File: src/bra_pkg.sv
// Shared constants and carrier types for the byte register ALU.
package bra_pkg;
  localparam int DATA_W = 8;
  localparam int ADDR_W = 7;
  localparam int OPC_W = 3;
  localparam int OPR_W = 3;

  localparam logic [OPC_W-1:0] OPC_RMW = 3'h7;
  localparam logic [OPC_W-1:0] OPC_MOVE_TO = 3'h6;
  localparam logic [OPC_W-1:0] OPC_MOVE_FROM = 3'h5;

  localparam logic [OPR_W-1:0] OPR_MOVE = 3'h0;
  localparam logic [OPR_W-1:0] OPR_SHIFT_LEFT = 3'h1;
  localparam logic [OPR_W-1:0] OPR_OR = 3'h2;
  localparam logic [OPR_W-1:0] OPR_XOR = 3'h3;
  localparam logic [OPR_W-1:0] OPR_AND = 3'h4;
  localparam logic [OPR_W-1:0] OPR_SHIFT_RIGHT = 3'h5;
  localparam logic [OPR_W-1:0] OPR_ADD = 3'h6;
  localparam logic [OPR_W-1:0] OPR_ADD_CARRY = 3'h7;

  localparam logic [DATA_W-1:0] FBR_RESET = 8'h00;
  localparam logic CARRY_RESET = 1'b0;

  typedef struct packed {
    logic [OPC_W-1:0] opcode;
    logic [OPR_W-1:0] operator_sel;
    logic use_fbr;
    logic [ADDR_W-1:0] reg_addr;
    logic [DATA_W-1:0] immediate_byte;
  } bra_instr_t;

  typedef struct packed {
    logic en;
    logic [ADDR_W-1:0] addr;
    logic [DATA_W-1:0] data;
  } bra_reg_wr_t;
endpackage

File: src/bra_core.sv
// Byte register ALU: read, compute and write sequencer with flag register.
// Contract
// RULE1: Operator 010 ORs both operands into the selected destination.
// RULE2: Operator 011 XORs both operands into the selected destination.
// RULE3: Operator 100 ANDs both operands into the selected destination.
// RULE4: Operator 101 shifts the source byte right by one bit.
// RULE5: Operator 110 adds both operands without the incoming carry.
// RULE6: Operator 111 adds both operands plus the current carry flag.
// RULE7: Read-modify-write reads the addressed register and writes it back.
// RULE8: Move-to reads the addressed register, writes the first-byte register.
// RULE9: Move-from writes first-byte register op immediate to the register.
// RULE10: Move-from shifts the first-byte register into the addressed one.
// RULE11: Op codes 111, 110, 101 are decoded; lower op codes are refused.
// RULE12: Operator 001 shifts the source byte left by one bit.
// RULE13: Shifts move the outgoing bit to carry and old carry in.
// RULE14: Select bit swaps the immediate for the first-byte register operand.
// RULE15: Adds keep eight bits and capture the carry out in the flag.
// RULE16: One read, compute, write pass; only destination and carry change.
`timescale 1ns/1ps
module bra_core #(
  parameter int DATA_W = bra_pkg::DATA_W,
  parameter int ADDR_W = bra_pkg::ADDR_W
) (
  input wire logic clk_sys,
  input wire logic rst_n,
  input wire logic instr_valid,
  input wire bra_pkg::bra_instr_t instr,
  output logic instr_ready,
  output logic done,
  output logic illegal_opcode,
  output logic reg_rd_en,
  output logic [ADDR_W-1:0] reg_rd_addr,
  input wire logic [DATA_W-1:0] reg_rd_data,
  output bra_pkg::bra_reg_wr_t reg_wr,
  output logic [DATA_W-1:0] first_byte_received_reg,
  output logic alu_carry
);
  typedef enum logic [1:0] {
    BRA_IDLE,
    BRA_READ,
    BRA_EXEC,
    BRA_WRITE
  } bra_state_t;

  function automatic logic legal_opcode(input logic [2:0] opc);
    legal_opcode = (opc == bra_pkg::OPC_RMW) ||
                   (opc == bra_pkg::OPC_MOVE_TO) ||
                   (opc == bra_pkg::OPC_MOVE_FROM);
  endfunction

  // Reset release is retimed so every flop leaves reset on the same edge.
  logic [1:0] rst_sync_ff, nxt_rst_sync;
  logic rst_int_n;

  always_comb begin
    nxt_rst_sync = {rst_sync_ff[0], 1'b1};
  end

  always_ff @(posedge clk_sys or negedge rst_n) begin
    if (!rst_n) begin
      rst_sync_ff <= 2'h0;
    end else begin
      rst_sync_ff <= nxt_rst_sync;
    end
  end
  assign rst_int_n = rst_sync_ff[1];

  bra_state_t state_ff, nxt_state;
  bra_pkg::bra_instr_t instr_ff, nxt_instr;
  bra_pkg::bra_reg_wr_t wr_ff, nxt_wr;
  logic [DATA_W-1:0] fbr_ff, nxt_fbr;
  logic carry_ff, nxt_carry;
  logic done_ff, nxt_done;
  logic illegal_ff, nxt_illegal;

  logic take_instr;
  logic take_legal;
  logic exec_step;
  logic dest_is_fbr;

  logic [DATA_W-1:0] opnd_a;
  logic [DATA_W-1:0] opnd_b;
  logic [DATA_W-1:0] alu_result;
  logic alu_cout;
  logic alu_cwe;

  // An offered instruction is only looked at while the sequencer is idle.
  assign take_instr = instr_valid && (state_ff == BRA_IDLE);
  assign take_legal = take_instr && legal_opcode(instr.opcode); // [RULE11]
  assign exec_step = (state_ff == BRA_EXEC);
  assign dest_is_fbr = (instr_ff.opcode == bra_pkg::OPC_MOVE_TO); // [RULE8]

  always_comb begin
    opnd_a = reg_rd_data; // [RULE7] [RULE8]
    if (instr_ff.opcode == bra_pkg::OPC_MOVE_FROM) begin
      opnd_a = fbr_ff; // [RULE9] [RULE10]
    end
    opnd_b = instr_ff.immediate_byte;
    if (instr_ff.use_fbr) begin
      opnd_b = fbr_ff; // [RULE14]
    end
  end

  bra_alu #(
    .DATA_W(DATA_W)
  ) u_alu (
    .operator_sel(instr_ff.operator_sel),
    .opnd_a(opnd_a),
    .opnd_b(opnd_b),
    .carry_in(carry_ff),
    .result(alu_result),
    .carry_out(alu_cout),
    .carry_we(alu_cwe)
  );

  // Sequencer: one read, one compute and, except for move-to, one write step per legal instruction.
  always_comb begin
    nxt_state = state_ff;
    nxt_done = 1'b0;
    nxt_illegal = 1'b0;
    case (state_ff)
      BRA_IDLE: begin
        if (take_legal) begin
          nxt_state = BRA_READ;
        end else if (take_instr) begin
          nxt_illegal = 1'b1; // [RULE11] [RULE16]
          nxt_done = 1'b1;
        end
      end
      BRA_READ: begin
        nxt_state = BRA_EXEC;
      end
      BRA_EXEC: begin
        if (dest_is_fbr) begin
          nxt_done = 1'b1;
          nxt_state = BRA_IDLE;
        end else begin
          nxt_state = BRA_WRITE;
        end
      end
      BRA_WRITE: begin
        nxt_done = 1'b1; // [RULE16]
        nxt_state = BRA_IDLE;
      end
      default: begin
        nxt_state = BRA_IDLE;
      end
    endcase
  end

  always_ff @(posedge clk_sys or negedge rst_int_n) begin
    if (!rst_int_n) begin
      state_ff <= BRA_IDLE;
      done_ff <= 1'b0;
      illegal_ff <= 1'b0;
    end else begin
      state_ff <= nxt_state;
      done_ff <= nxt_done;
      illegal_ff <= nxt_illegal;
    end
  end

  // A refused opcode leaves the last accepted instruction in place.
  always_comb begin
    nxt_instr = instr_ff;
    if (take_legal) begin
      nxt_instr = instr;
    end
  end

  always_ff @(posedge clk_sys or negedge rst_int_n) begin
    if (!rst_int_n) begin
      instr_ff <= '0;
    end else begin
      instr_ff <= nxt_instr;
    end
  end

  // The write strobe lasts one cycle; address and data hold until the next.
  always_comb begin
    nxt_wr = wr_ff;
    nxt_wr.en = 1'b0;
    if (exec_step && !dest_is_fbr) begin
      nxt_wr.en = 1'b1; // [RULE7] [RULE9] [RULE10]
      nxt_wr.addr = instr_ff.reg_addr;
      nxt_wr.data = alu_result;
    end
  end

  always_ff @(posedge clk_sys or negedge rst_int_n) begin
    if (!rst_int_n) begin
      wr_ff <= '0;
    end else begin
      wr_ff <= nxt_wr;
    end
  end

  // The first-byte register and the carry change only in the compute step.
  always_comb begin
    nxt_fbr = fbr_ff;
    nxt_carry = carry_ff;
    if (exec_step && alu_cwe) begin
      nxt_carry = alu_cout; // [RULE13] [RULE15]
    end
    if (exec_step && dest_is_fbr) begin
      nxt_fbr = alu_result; // [RULE8]
    end
  end

  always_ff @(posedge clk_sys or negedge rst_int_n) begin
    if (!rst_int_n) begin
      fbr_ff <= bra_pkg::FBR_RESET;
      carry_ff <= bra_pkg::CARRY_RESET;
    end else begin
      fbr_ff <= nxt_fbr;
      carry_ff <= nxt_carry;
    end
  end

  // The register file answers one cycle after the read strobe.
  assign instr_ready = (state_ff == BRA_IDLE);
  assign reg_rd_en = (state_ff == BRA_READ) &&
                     (instr_ff.opcode != bra_pkg::OPC_MOVE_FROM);
  assign reg_rd_addr = instr_ff.reg_addr;
  assign reg_wr = wr_ff;
  assign done = done_ff;
  assign illegal_opcode = illegal_ff;
  assign first_byte_received_reg = fbr_ff;
  assign alu_carry = carry_ff;
endmodule

File: src/bra_alu.sv
// Combinational byte operator stage: logic, shifts through carry and adds.
`timescale 1ns/1ps
module bra_alu #(
  parameter int DATA_W = 8
) (
  input wire logic [2:0] operator_sel,
  input wire logic [DATA_W-1:0] opnd_a,
  input wire logic [DATA_W-1:0] opnd_b,
  input wire logic carry_in,
  output logic [DATA_W-1:0] result,
  output logic carry_out,
  output logic carry_we
);
  logic [DATA_W:0] sum;

  always_comb begin
    sum = '0;
    result = opnd_b;
    carry_out = carry_in;
    carry_we = 1'b0;
    case (operator_sel)
      bra_pkg::OPR_MOVE: begin
        result = opnd_b;
      end
      bra_pkg::OPR_SHIFT_LEFT: begin
        result = {opnd_a[DATA_W-2:0], carry_in}; // [RULE12] [RULE13]
        carry_out = opnd_a[DATA_W-1]; // [RULE13]
        carry_we = 1'b1;
      end
      bra_pkg::OPR_OR: begin
        result = opnd_a | opnd_b; // [RULE1]
      end
      bra_pkg::OPR_XOR: begin
        result = opnd_a ^ opnd_b; // [RULE2]
      end
      bra_pkg::OPR_AND: begin
        result = opnd_a & opnd_b; // [RULE3]
      end
      bra_pkg::OPR_SHIFT_RIGHT: begin
        result = {carry_in, opnd_a[DATA_W-1:1]}; // [RULE4] [RULE13]
        carry_out = opnd_a[0]; // [RULE13]
        carry_we = 1'b1;
      end
      bra_pkg::OPR_ADD: begin
        sum = {1'b0, opnd_a} + {1'b0, opnd_b}; // [RULE5]
        result = sum[DATA_W-1:0]; // [RULE15]
        carry_out = sum[DATA_W]; // [RULE15]
        carry_we = 1'b1;
      end
      bra_pkg::OPR_ADD_CARRY: begin
        sum = {1'b0, opnd_a} + {1'b0, opnd_b} +
              {{DATA_W{1'b0}}, carry_in}; // [RULE6]
        result = sum[DATA_W-1:0]; // [RULE15]
        carry_out = sum[DATA_W]; // [RULE15]
        carry_we = 1'b1;
      end
      default: begin
        result = opnd_b;
      end
    endcase
  end
endmodule

File: config.mk
export PLATFORM = sky130hd
export DESIGN_NAME = bra_core
export DESIGN_NICKNAME = d
export VERILOG_FILES = /design/src/bra_pkg.sv /design/src/bra_core.sv /design/src/bra_alu.sv
export SDC_FILE = /design/constraint.sdc
export NUM_CORES = 1
export LEC_CHECK = 0
export BUFFER_PORTS_ARGS = -buffer_cell sky130_fd_sc_hd__buf_4
export CORE_UTILIZATION = 60
export DETAILED_ROUTE_END_ITERATION = 16
export PLACE_DENSITY_LB_ADDON = 0.2
export SYNTH_ARGS = -nofsm -noshare
export SYNTH_HDL_FRONTEND = slang
export SYNTH_SLANG_ARGS = --single-unit
File: constraint.sdc
create_clock -name clk_sys -period 2.3 [get_ports clk_sys]
set_input_delay 0.69 -clock clk_sys [delete_from_list [all_inputs] [get_ports clk_sys]]
set_output_delay 0.69 -clock clk_sys [all_outputs]
set_load 0.02 [all_outputs]
== Word level (Yosys, flattened, before mapping) ==
Index checks and enable logic that the tools add are counted.

* Output and inout port bits: 36
* Flip-flop bits (word level): 53
* Logic and storage cells: 64

* Bitwise logic cells: 3
* Reduce and logical (&&, ||, !) cells: 14
* Add/subtract/negate cells: 2
* Equal/unequal tests: 17
* Multiplexer cells: 14

{| class="wikitable"
|+ Operators by type and width
! kind !! number
|-
| case mux 8 bit (8 select lines) || 1
|-
| == test 3 bit (second input constant) || 9
|-
| 2-to-1 mux 16 bit || 1
|-
| 2-to-1 mux 8 bit || 2
|-
| adder 8 x 8 -> 9 bit || 1
|-
| adder 9 x 1 -> 9 bit || 1
|-
| bitwise AND 8 bit || 1
|-
| bitwise OR 8 bit || 1
|-
| case mux 2 bit (4 select lines) || 1
|-
| XOR 8 bit || 1
|-
| == test 3 x 2 -> 1 bit (second input constant) || 2
|-
| logical AND 1 bit || 6
|-
| 2-to-1 mux 1 bit || 5
|-
| == test 2 bit (second input constant) || 2
|-
| 2-to-1 mux 2 bit || 2
|-
| case mux 1 bit (4 select lines) || 1
|-
| nonzero test 4 bit || 1
|-
| OR reduction 4 bit || 1
|-
| == test 3 x 1 -> 1 bit (second input constant) || 1
|-
| zero test 3 bit || 1
|-
| != test 3 bit (second input constant) || 1
|-
| case mux 1 bit (3 select lines) || 1
|-
| == test 2 x 1 -> 1 bit (second input constant) || 1
|-
| zero test 2 bit || 1
|-
| other kinds (4) || 5
|}

== Logic depth before layout (Yosys ltp) ==
Gate-level depths: netlist of run 1.

* Depth in word-level cells: 6
* Depth in mapped cells: 14

== Modules after synthesis ==
A second synthesis of run 1 with hierarchy kept.

* Cells, all modules: 327
* Area total of the unflattened synthesis: 3592.2 um^2

{| class="wikitable"
|+ Modules (own cells, without submodules)
! module !! area each (um^2) !! times used !! sequential area each (um^2) !! cells an instance
|-
| bra_core || 2313.5 || 1 || 1326.3 || 145
|-
| bra_alu || 1278.7 || 1 || 0.0 || 182
|}

== Worst setup path after synthesis of run 1 ==
No wires, ideal clock.

* Path type: reg2reg
* From: register instr_ff[21] (netlist name)
* To: register fbr_ff[2] (netlist: first_byte_received_reg[2])
* Stages on the path, launching flop included: 15
* Data arrival time: 3009 ps
* Clock period less this slack: 3151 ps
* Data required time: 2158 ps
* Path buffers: 1
* Setup time: 142 ps
* Setup slack: -851 ps
* Cells stage by stage: dfrtp_1 nand3b_1 buf_2 mux2_2 ha_1 inv_1 fa_1 inv_1 ha_1 xor2_1 nor3b_1 a21oi_1 nor2_1 a2111oi_0 o31ai_1

* Longest elaborated chain between the ends: 5
* Elaborated cells between the ends (all ways): 10
* Those cells by class: add/sub: 2; eq/ne: 2; mux: 2; bitwise: 3; reduce/logical: 1

{| class="wikitable"
|+ Ends and longest elaborated chain
! what !! RTL line !! RTL
|-
| start, declared || bra_core.sv:69 || <nowiki>bra_pkg::bra_instr_t instr_ff, nxt_instr;</nowiki>
|-
| start signal, assigned || bra_core.sv:175 || <nowiki>instr_ff <= nxt_instr;</nowiki>
|-
| == test 3 bit || bra_core.sv:95 || <nowiki>if (instr_ff.opcode == bra_pkg::OPC_MOVE_FROM) begin</nowiki>
|-
| 2-to-1 mux 8 bit || bra_core.sv:95 ||
|-
| adder 8 x 8 -> 9 bit || bra_alu.sv:45, bra_alu.sv:51 ||
|-
| adder 9 x 1 -> 9 bit || bra_alu.sv:51 || <nowiki>sum = {1'b0, opnd_a} + {1'b0, opnd_b} +</nowiki>
|-
| case mux 8 bit (8 select lines) || bra_alu.sv:21 || <nowiki>case (operator_sel)</nowiki>
|-
| end signal, assigned || bra_core.sv:212 || <nowiki>fbr_ff <= bra_pkg::FBR_RESET;</nowiki>
|-
| end signal, assigned || bra_core.sv:215 || <nowiki>fbr_ff <= nxt_fbr;</nowiki>
|-
| end, declared || bra_core.sv:71 || <nowiki>logic [DATA_W-1:0] fbr_ff, nxt_fbr;</nowiki>
|}

Parallel ways exist; a longest one is shown, timed or not.
A chain may end at the register's enable or synchronous reset.

== Worst setup path after layout of run 1 ==
* From: register instr_ff[20] (netlist name)
* To: register fbr_ff[1] (netlist: first_byte_received_reg[1])

The elaborated chain is that of the path after synthesis.

==> implementation parameters, run 1 <==
Parameter                              Value

Outcome
  Result of the run ... finished, violations left
  Violations in the final reports ... setup timing

Synthesis
  Ranking of synthesized cells by area ... dfrtp_1 37%, mux2_2 10%, ha_1 6.3%, nand2_1 5.2%, mux2i_1 4.2%
  Proportion of netlist area held by the largest area contributor ... 0.368
  Post-synthesis area per instance ... roughly 9 µm²
  Synth Net Count ... between 400 and 500
  Post-synthesis instance area ... 0.00360 mm²
  Post-synthesis register bit count ... 53
  Seq/Total Area, Yosys ... 0.368
  Synthesized instance count ... between 300 and 400
  Synth async-reset ratio ... 1.00
  Number of synthesized flops with an enable pin ... 0
  Top cell type by total area after synthesis ... dfrtp_1
  Ys Warns ... 0
  Most instantiated flip-flop cell in the synthesis netlist ... dfrtp_1
  Unique masters post-synth ... 62

STA
  Final period util ... 1.38
  Transition time at the pin with the least slew margin ... 729 ps
  Max frequency ... between 0.3 and 0.4 GHz
  Min setup slack post-route ... -872 ps
  Final number of max-transition violations ... 0
  Total count of hold-check failures in the final report ... 0
  Number of endpoints failing setup at the final stage ... 17
  Setup repair after global routing missed its margin ... yes
  Headroom to the max-slew limit ... 0.514
  Minimum period implied by the final worst setup slack ... roughly 3200 ps
  Final TNS setup ... -11,640 ps
  Clock skew after layout ... 9.96 ps

Setup path
  Worst reg2reg path startpoint ... instr_ff[20]$_DFFE_PN0P_
  Length in cells of the worst reg-to-reg path ... 14
  Kind of end point of the critical path ... register
  Destination of the worst register-to-register timing path ... first_byte_received_reg[1]$_DFFE_PN0P_
  Type of the worst setup path ... register to register
  Critical path data arrival time ... 3380 ps
  Register-to-register setup slack ... -870 ps
  Top fanout value on the critical path ... 3
  Required time of the critical path ... between 2000 and 3000 ps
  Launching element type of the critical path ... register

Finish
  Share of post-route cells with drive strength above 1 ... 0.489
  Nets ... 573
  Cell area after layout ... about 0.0052 mm²
  Area added between synthesis and finish ... 45.3%
  Largest register FFs ... 16

Job
  Number of max-cap violations ... 0

Floorplan
  Placeable Area ... 0.00564 mm²
  X dimension of the die ... 79.5 µm
  Die ar. ... about 0.0063 mm²
  Boundary Pins ... ~70
  Die H ... 79.5 µm
  Starting Density ... 0.639
  Standard-cell row count ... 27

Clock tree
  Clk root buf ... clkbuf_8
  Clk slew on worst S/H paths ... about 100 ps
  CTS H-tree lvls ... 2
  Clock Path Buffers ... 2
  Hold-fix buffers, CTS ... 0
  Clk sink count ... 53
  CTS tree ... yes
  CTS buffer count ... 5
  Clock latency on the worst-skew pair ... 320 ps

Drt
  Total number of vias ... 4,012
  Total length of routed wires ... 14.0 mm
  DR iter-0 viols ... about 520
  Drt drc ... 0
  Via density per instance ... approximately 6.7
  Post-detailed-route count of antenna-violating nets ... 0
  Avg WL per Cell ... 23.5 µm
  Drt first pass iters ... 7

Global route
  Vias in the first global route ... 3,953
  Congestion Overflow GR ... 0
  Wire length of the first global-routing pass ... 19.5 mm
  Pin count of the biggest net entering global routing ... 31
  Initial antenna violation count ... 0
  GRT Util Overall ... 0.412

Placed design
  Number of I/O port buffers ... 68
  Routability cong. ... around 0.93
  Placed inst area ... 0.00477 mm²
  Sum of net half-perimeters after detailed placement ... between 8 and 9 mm

Hold path
  Min-Delay Path Class ... input port to asynchronous set/reset pin
## cell families (layout without fill, tap and decap cells)
group | after synthesis | in the layout | share of synthesized area
buffers and inverters | 52 | 182 | 0.0636
AOI/OAI and AO/OA | 87 | 87 | 0.160
muxes | 49 | 49 | 0.151
xor gates and xnor gates | 9 | 9 | 0.0219
DFF | 53 | 53 | 0.368
other | 1 | 2 | 0.00104
adders and majority gates | 19 | 19 | 0.0681
and+or+nand+nor | 122 | 122 | 0.166
## critical path, stage by stage, from the launching register on
cell      delay [ps]
dfrtp_1          400
nand3b_1         220
buf_6            170
mux2_4           320
ha_4             180
inv_2             50
fa_2             440
inv_2             90
ha_4             190
nand2_1           60
o21ai_1           90
a21o_1           210
a221oi_2         280
a22oi_2          110
mux2_4           270
## per-layer routing
metal | wire length, µm | global-route usage | vias to the layer above | part of all wire
met5 | 0 | 0 | - | 0
met4 | 1240 | 0.262 | 0 | 0.089
met3 | 1430 | 0.101 | 144 | 0.10
met2 | 6650 | 0.699 | 366 | 0.48
met1 | 4630 | 0.458 | 1871 | 0.33
li1 | - | - | 1631 | -
## cell type report
| type | count | area, µm² |
|---|---|---|
| Inverter | 25 | 93.8 |
| Sequential cell | 53 | 1330 |
| Tap cell | 72 | 90.1 |
| Clock buffer | 6 | 82.6 |
| Multi-Input combinational cell | 287 | 2460 |
| Antenna cell | 1 | 2.50 |
| Fill cell | 199 | 407 |
| Clock inverter | 2 | 17.5 |
| Timing Repair Buffer | 149 | 1160 |
## synthesized netlist by cell type, types with 10 or more instances
| library cell | n |
|---|---|
| nor2_1 | 19 |
| a21oi_1 | 25 |
| nand2_1 | 50 |
| nor3_1 | 10 |
| o21ai_0 | 20 |
| mux2i_1 | 15 |
| clkbuf_1 | 13 |
| ha_1 | 18 |
| inv_1 | 24 |
| dfrtp_1 | 53 |
| mux2_2 | 33 |
## worst max path at each step
stage / startpoint / end / slack (ps) / cells past startpoint
CTS: instr_ff[19]$_DFFE_PN0P_ / alu_carry$_DFFE_PN0P_ / -760 / 12
finish: instr_ff[20]$_DFFE_PN0P_ / first_byte_received_reg[1]$_DFFE_PN0P_ / -870 / 14
global route: instr_ff[20]$_DFFE_PN0P_ / first_byte_received_reg[1]$_DFFE_PN0P_ / -960 / 14
detailed placement: instr_ff[20]$_DFFE_PN0P_ / alu_carry$_DFFE_PN0P_ / -820 / 10
floorplan: instr_ff[20]$_DFFE_PN0P_ / reg_wr[1]$_DFFE_PN0P_ / -590 / 14
global placement: reg_rd_data[4] / alu_carry$_DFFE_PN0P_ / -760 / 9
## layout by cell type (no fill, tap or decap), types with 5 or more instances in the layout
| cell type | netlist | routed |
|---|---|---|
| ha_1 | 18 | 10 |
| mux2_4 | 0 | 5 |
| a21oi_2 | 0 | 5 |
| o21ai_1 | 1 | 6 |
| nor2_1 | 19 | 15 |
| inv_1 | 24 | 22 |
| nand2_1 | 50 | 48 |
| clkbuf_8 | 0 | 6 |
| o21ai_0 | 20 | 13 |
| nor2b_1 | 7 | 6 |
| mux2i_1 | 15 | 12 |
| dfrtp_1 | 53 | 51 |
| nor3_1 | 10 | 7 |
| ha_4 | 0 | 7 |
| a21oi_1 | 25 | 20 |
| buf_4 | 7 | 142 |
| buf_6 | 0 | 5 |
| mux2_2 | 33 | 28 |
## metrics by stage
stage / hold WS (ps) / setup slack [ps] / cells / utilization
final: 133 / -872 / 595 / 0.928
after global routing: 117 / -964 / 594 / 0.927
after CTS: 128 / -757 / 588 / 0.892
after detailed placement: 335 / -823 / 577 / 0.845
after global placement: 323 / -759 / 577 / 0.845
after floorplan: 331 / -587 / 392 / -
## what timing repair did
| action | in CTS | in global routing |
|---|---|---|
| buffers inserted | 3 | 6 |
| setup endpoints to repair | 17 | 37 |
| pin swaps | 17 | 17 |
| gates resized for setup | 33 | 28 |
Power of run 1 is left out: the tool's default activity adds up to more than one toggle a clock period on the data nets, which glitch-free logic cannot reach.
==> run 2: changes to the inputs <==
--- a/config.mk
+++ b/config.mk
@@ -6,9 +6,12 @@
 export NUM_CORES = 1
 export LEC_CHECK = 0
 export BUFFER_PORTS_ARGS = -buffer_cell sky130_fd_sc_hd__buf_4
+export CORE_ASPECT_RATIO = 1.1
 export CORE_UTILIZATION = 60
 export DETAILED_ROUTE_END_ITERATION = 16
+export MAX_ROUTING_LAYER = met4
 export PLACE_DENSITY_LB_ADDON = 0.2
+export SKIP_CTS_REPAIR_TIMING = 1
 export SYNTH_ARGS = -nofsm -noshare
 export SYNTH_HDL_FRONTEND = slang
 export SYNTH_SLANG_ARGS = --single-unit
==> run 2 against run 1 <==
  * The run still ends with setup timing left
  * First-iteration DRC count increased by 32%
  * Cell count rose by 0.50%
  * Highest routed layer unchanged
  * Setup slack worse by 30 ps
==> implementation parameters, run 2 (same netlist as run 1, synthesis figures left out) <==
Parameter                              Value

Setup path
  Critical path data arrival time ... 3390 ps
  Type of the worst setup path ... register to register
  Kind of end point of the critical path ... register
  Launching element type of the critical path ... register
  Required time of the critical path ... 2490 ps
  Top fanout value on the critical path ... 4

Finish
  Nets ... 572
  Share of post-route cells with drive strength above 1 ... 0.501
  Area added between synthesis and finish ... 47.9%
  Final Non-Filler Cells ... about 600
  Most common library cell in the layout ignoring fill and taps ... buf_4
  Largest register FFs ... 16
  Number of antenna repair diodes ... 0
  Highest-count cells in the layout ignoring fill and taps ... 144 x buf_4, 52 x dfrtp_1, 48 x nand2_1, 28 x mux2_2, 20 x inv_1

Placed design
  Routability cong. ... between 0.9 and 1
  Number of I/O port buffers ... 68
  Cells after DPL ... a little under 600
  Sum of net half-perimeters after detailed placement ... 8.73 mm

Drt
  Via density per instance ... 6.86
  Post-detailed-route count of antenna-violating nets ... 0
  Avg WL per Cell ... between 20 and 30 µm
  Drt first pass iters ... 5
  Total length of routed wires ... 15.2 mm
  Total number of vias ... 4,105
  DR iter-0 viols ... 691
  Drt drc ... 0

STA
  Final hold slack ... 139 ps
  Transition time at the pin with the least slew margin ... just over 700 ps
  Final period util ... 1.39
  Total count of hold-check failures in the final report ... 0
  Clock skew after layout ... approximately 17 ps
  Number of endpoints failing setup at the final stage ... 17
  Minimum period implied by the final worst setup slack ... 3200 ps
  Final number of max-transition violations ... 0
  Max frequency ... 0.312 GHz
  Min setup slack post-route ... -902 ps
  Headroom to the max-slew limit ... 0.522
  Setup repair after global routing missed its margin ... yes

Floorplan
  Standard-cell row count ... 29
  Die H ... 83.3 µm
  Boundary Pins ... approximately 70
  Die ar. ... 0.00632 mm²
  X dimension of the die ... 75.9 µm
  Starting Density ... 0.624
  Placeable Area ... 0.00577 mm²

Clock tree
  CTS buffer count ... 5
  CTS tree ... yes
  CTS H-tree lvls ... 2
  Clock Path Buffers ... 2
  Clk slew on worst S/H paths ... 100 ps
  Clock latency on the worst-skew pair ... 320 ps
  Clk sink count ... 53
  Clk root buf ... clkbuf_8

Global route
  Congestion Overflow GR ... 0
  GRT Util Overall ... 0.406
  Wire length of the first global-routing pass ... approximately 18 mm
  Initial antenna violation count ... 0
  Pin count of the biggest net entering global routing ... 52
  Vias in the first global route ... 3,767

Outcome
  Violations in the final reports ... setup timing
  Result of the run ... finished, violations left

Hold path
  Min-Delay Path Class ... input port to asynchronous set/reset pin

Job
  Number of max-cap violations ... 0
[run 2: final timing paths]
check,start,depth (start not counted),slack (ps),endpoint
hold reg to reg,rst_sync_ff[0]$_DFF_PN0_,0,370,rst_sync_ff[1]$_DFF_PN0_
setup reg to reg,instr_ff[20]$_DFFE_PN0P_,12,-900,reg_wr[7]$_DFFE_PN0P_
min in group clk_sys,rst_sync_ff[0]$_DFF_PN0_,0,370,rst_sync_ff[1]$_DFF_PN0_
hold / removal,rst_n,1,140,rst_sync_ff[1]$_DFF_PN0_
max in group asynchronous,rst_sync_ff[1]$_DFF_PN0_,1,1470,instr_ff[3]$_DFFE_PN0P_
setup / recovery,instr_ff[20]$_DFFE_PN0P_,12,-900,reg_wr[7]$_DFFE_PN0P_
[run 2: metal layers]
layer  vias up  GRT usage  part of all wire
met2       387      0.628              0.47
met1      1928      0.498              0.35
li1       1633          -                 -
met3       157     0.0716              0.10
met5         -          -                 0
met4         0      0.215             0.076
[run 2: layout make-up]
type / instances / area, µm²
well taps: 77 / 96.3
clock inverters: 2 / 38.8
clock buffers: 6 / 72.6
repair buffers: 148 / 1130
inverters: 25 / 93.8
flip-flops and latches: 53 / 1330
fillers: 197 / 442
multi-input cells: 287 / 2570
[run 2: per-stage QoR]
stage / area [µm²] / setup WS, ps / setup TNS, ps / util
2_1_floorplan: 3740 / -587 / -6680 / -
3_3_place_gp: 4780 / -818 / -11390 / 0.829
3_5_place_dp: 4780 / -918 / -13000 / 0.829
4_1_cts: 4900 / -1020 / -14000 / 0.849
5_1_grt: 5330 / -1070 / -15500 / 0.923
6_report: 5330 / -902 / -13040 / 0.923
[run 2: critical path, cell delays in order, from the launching register on]
cell	delay, ps
dfrtp_1	410
nand3b_1	220
buf_6	170
mux2_4	220
ha_4	160
inv_2	40
fa_2	400
xnor2_2	220
nand2_1	140
or3_4	360
nor4_4	280
mux2i_4	360
a21oi_2	100
Power of run 2 is left out for the same reason.
==> run 3: changes to the inputs <==
--- a/config.mk
+++ b/config.mk
@@ -6,11 +6,11 @@
 export NUM_CORES = 1
 export LEC_CHECK = 0
 export BUFFER_PORTS_ARGS = -buffer_cell sky130_fd_sc_hd__buf_4
-export CORE_ASPECT_RATIO = 1.1
+export CAP_MARGIN = 10
 export CORE_UTILIZATION = 60
 export DETAILED_ROUTE_END_ITERATION = 16
 export MAX_ROUTING_LAYER = met4
-export PLACE_DENSITY_LB_ADDON = 0.2
+export PLACE_DENSITY = 0.86
 export SKIP_CTS_REPAIR_TIMING = 1
 export SYNTH_ARGS = -nofsm -noshare
 export SYNTH_HDL_FRONTEND = slang
==> run 3 against run 2 <==
  * The run still ends with setup timing left
  * Critical endpoint is now first_byte_received_reg[7]$_DFFE_PN0P_
  * Routed wire length fell by 15%
  * Utilization fell by 2.7 points
  * Register-to-register slack got worse by 60 ps
  * Global-route usage rose by 0.68 points
  * Highest routed layer unchanged
  * Via count fell by 4.5%
==> implementation parameters, run 3 (same netlist as run 1, synthesis figures left out) <==
Parameter                              Value

Global route
  Pin count of the biggest net entering global routing ... 42
  GRT Util Overall ... 0.413
  Wire length of the first global-routing pass ... 19.0 mm
  Congestion Overflow GR ... 0
  Vias in the first global route ... ~3.8k
  Initial antenna violation count ... 0

Drt
  Post-detailed-route count of antenna-violating nets ... 0
  DR iter-0 viols ... between 400 and 500
  Via density per instance ... 6.55
  Total number of vias ... 3,919
  Total length of routed wires ... about 13 mm
  Drt drc ... 0
  Drt first pass iters ... 6
  Avg WL per Cell ... 21.7 µm

Floorplan
  Die H ... 79.5 µm
  X dimension of the die ... between 70 and 80 µm
  Starting Density ... 0.639
  Standard-cell row count ... 27
  Placeable Area ... ~0.0056 mm²
  Boundary Pins ... 69
  Die ar. ... 0.00632 mm²

Finish
  Cell area after layout ... 0.00506 mm²
  Area occupied by multi-input gates ... 0.00226 mm²
  Total area of sequential cells ... around 0.0013 mm²
  Most common library cell in the layout ignoring fill and taps ... buf_4
  Area added between synthesis and finish ... 40.5%
  Final core utilization ... 0.897
  Final Non-Filler Cells ... 598
  Fill cell total of the finished layout ... 250
  Nets ... 577
  Number of antenna repair diodes ... 0
  Largest register FFs ... 16
  Highest-count cells in the layout ignoring fill and taps ... 150 x buf_4, 52 x dfrtp_1, 49 x nand2_1, 28 x mux2_2, 24 x a21oi_1
  Share of post-route cells with drive strength above 1 ... 0.449

Outcome
  Violations in the final reports ... setup timing
  Result of the run ... finished, violations left

Clock tree
  Clk sink count ... 53
  Clock latency on the worst-skew pair ... around 320 ps
  Clk root buf ... clkbuf_8
  CTS buffer count ... 5
  CTS H-tree lvls ... 2
  Clock Path Buffers ... 2
  CTS tree ... yes
  Clk slew on worst S/H paths ... 100 ps

Setup path
  Kind of end point of the critical path ... register
  Crit-path slowest cell ... dfrtp_1
  Length in cells of the worst reg-to-reg path ... 13
  Type of the worst setup path ... register to register
  Destination of the worst register-to-register timing path ... first_byte_received_reg[7]$_DFFE_PN0P_
  Worst-path cell chain ... nand3b_1 > buf_12 > mux2i_2 > inv_1 > ha_2 > a211oi_2 > buf_4 > o211ai_1 > a221o_1 > buf_4 > o31ai_1 > nor3_1 > a21oi_1
  Register-to-register setup slack ... -960 ps
  CP max stage delay ... between 400 and 500 ps
  Top fanout value on the critical path ... 8
  Required time of the critical path ... around 2500 ps
  Crit-path most repeated cell ... buf_4
  Category of cells accounting for the largest share of critical-path delay ... compound AO/OA/AOI/OAI gates
  Worst reg2reg path startpoint ... instr_ff[21]$_DFFE_PN0P_
  Launching element type of the critical path ... register
  Critical path data arrival time ... between 3000 and 4000 ps
  Count of buffering cells on the critical path with inverters included ... 4

STA
  Min setup slack post-route ... -962 ps
  Max frequency ... 0.307 GHz
  Total count of hold-check failures in the final report ... 0
  Number of endpoints failing setup at the final stage ... 17
  Final period util ... 1.42
  Minimum period implied by the final worst setup slack ... 3260 ps
  Clock skew after layout ... just over 9 ps
  Headroom to the max-slew limit ... 0.512
  Transition time at the pin with the least slew margin ... approximately 730 ps
  Setup repair after global routing missed its margin ... yes
  Final number of max-transition violations ... 0

Placed design
  Number of I/O port buffers ... 68
  Cells after DPL ... 588
  Routability cong. ... around 0.96
  Pre-CTS setup slack ... -823 ps
  Placed inst area ... approximately 0.0048 mm²
  Sum of net half-perimeters after detailed placement ... 8.98 mm

Hold path
  Min-Delay Path Class ... input port to asynchronous set/reset pin

Job
  Number of max-cap violations ... 0
[run 3: stage by stage]
stage / hold slack (ps) / TNS [ps]
6_report: 126 / -13400
2_1_floorplan: 331 / -6680
3_5_place_dp: 124 / -12090
4_1_cts: 129 / -13790
5_1_grt: 122 / -14510
3_3_place_gp: 125 / -11150
[run 3: worst max path at each step]
stage / start / endpoint / slack, ps / cells past startpoint
floorplan: instr_ff[20]$_DFFE_PN0P_ / reg_wr[1]$_DFFE_PN0P_ / -590 / 14
global placement: instr_ff[20]$_DFFE_PN0P_ / first_byte_received_reg[7]$_DFFE_PN0P_ / -780 / 12
detailed placement: instr_ff[20]$_DFFE_PN0P_ / alu_carry$_DFFE_PN0P_ / -820 / 11
CTS: instr_ff[20]$_DFFE_PN0P_ / alu_carry$_DFFE_PN0P_ / -950 / 12
global route: instr_ff[20]$_DFFE_PN0P_ / reg_wr[1]$_DFFE_PN0P_ / -980 / 14
finish: instr_ff[21]$_DFFE_PN0P_ / first_byte_received_reg[7]$_DFFE_PN0P_ / -960 / 13
[run 3: routing by layer]
| layer | global-route usage | routed length (µm) | vias up |
|---|---|---|---|
| li1 | - | - | 1651 |
| met1 | 0.477 | 4740 | 1877 |
| met2 | 0.695 | 6290 | 295 |
| met3 | 0.0651 | 1180 | 96 |
| met4 | 0.211 | 739 | 0 |
| met5 | - | 0 | - |
[run 3: cell type report]
| class | instances | area share |
|---|---|---|
| well taps | 72 | 0.0178 |
| flip-flops and latches | 53 | 0.262 |
| clock inverters | 2 | 0.00767 |
| multi-input cells | 287 | 0.447 |
| inverters | 25 | 0.0185 |
| clock buffers | 6 | 0.0143 |
| repair buffers | 153 | 0.233 |
Power of run 3 is left out for the same reason.
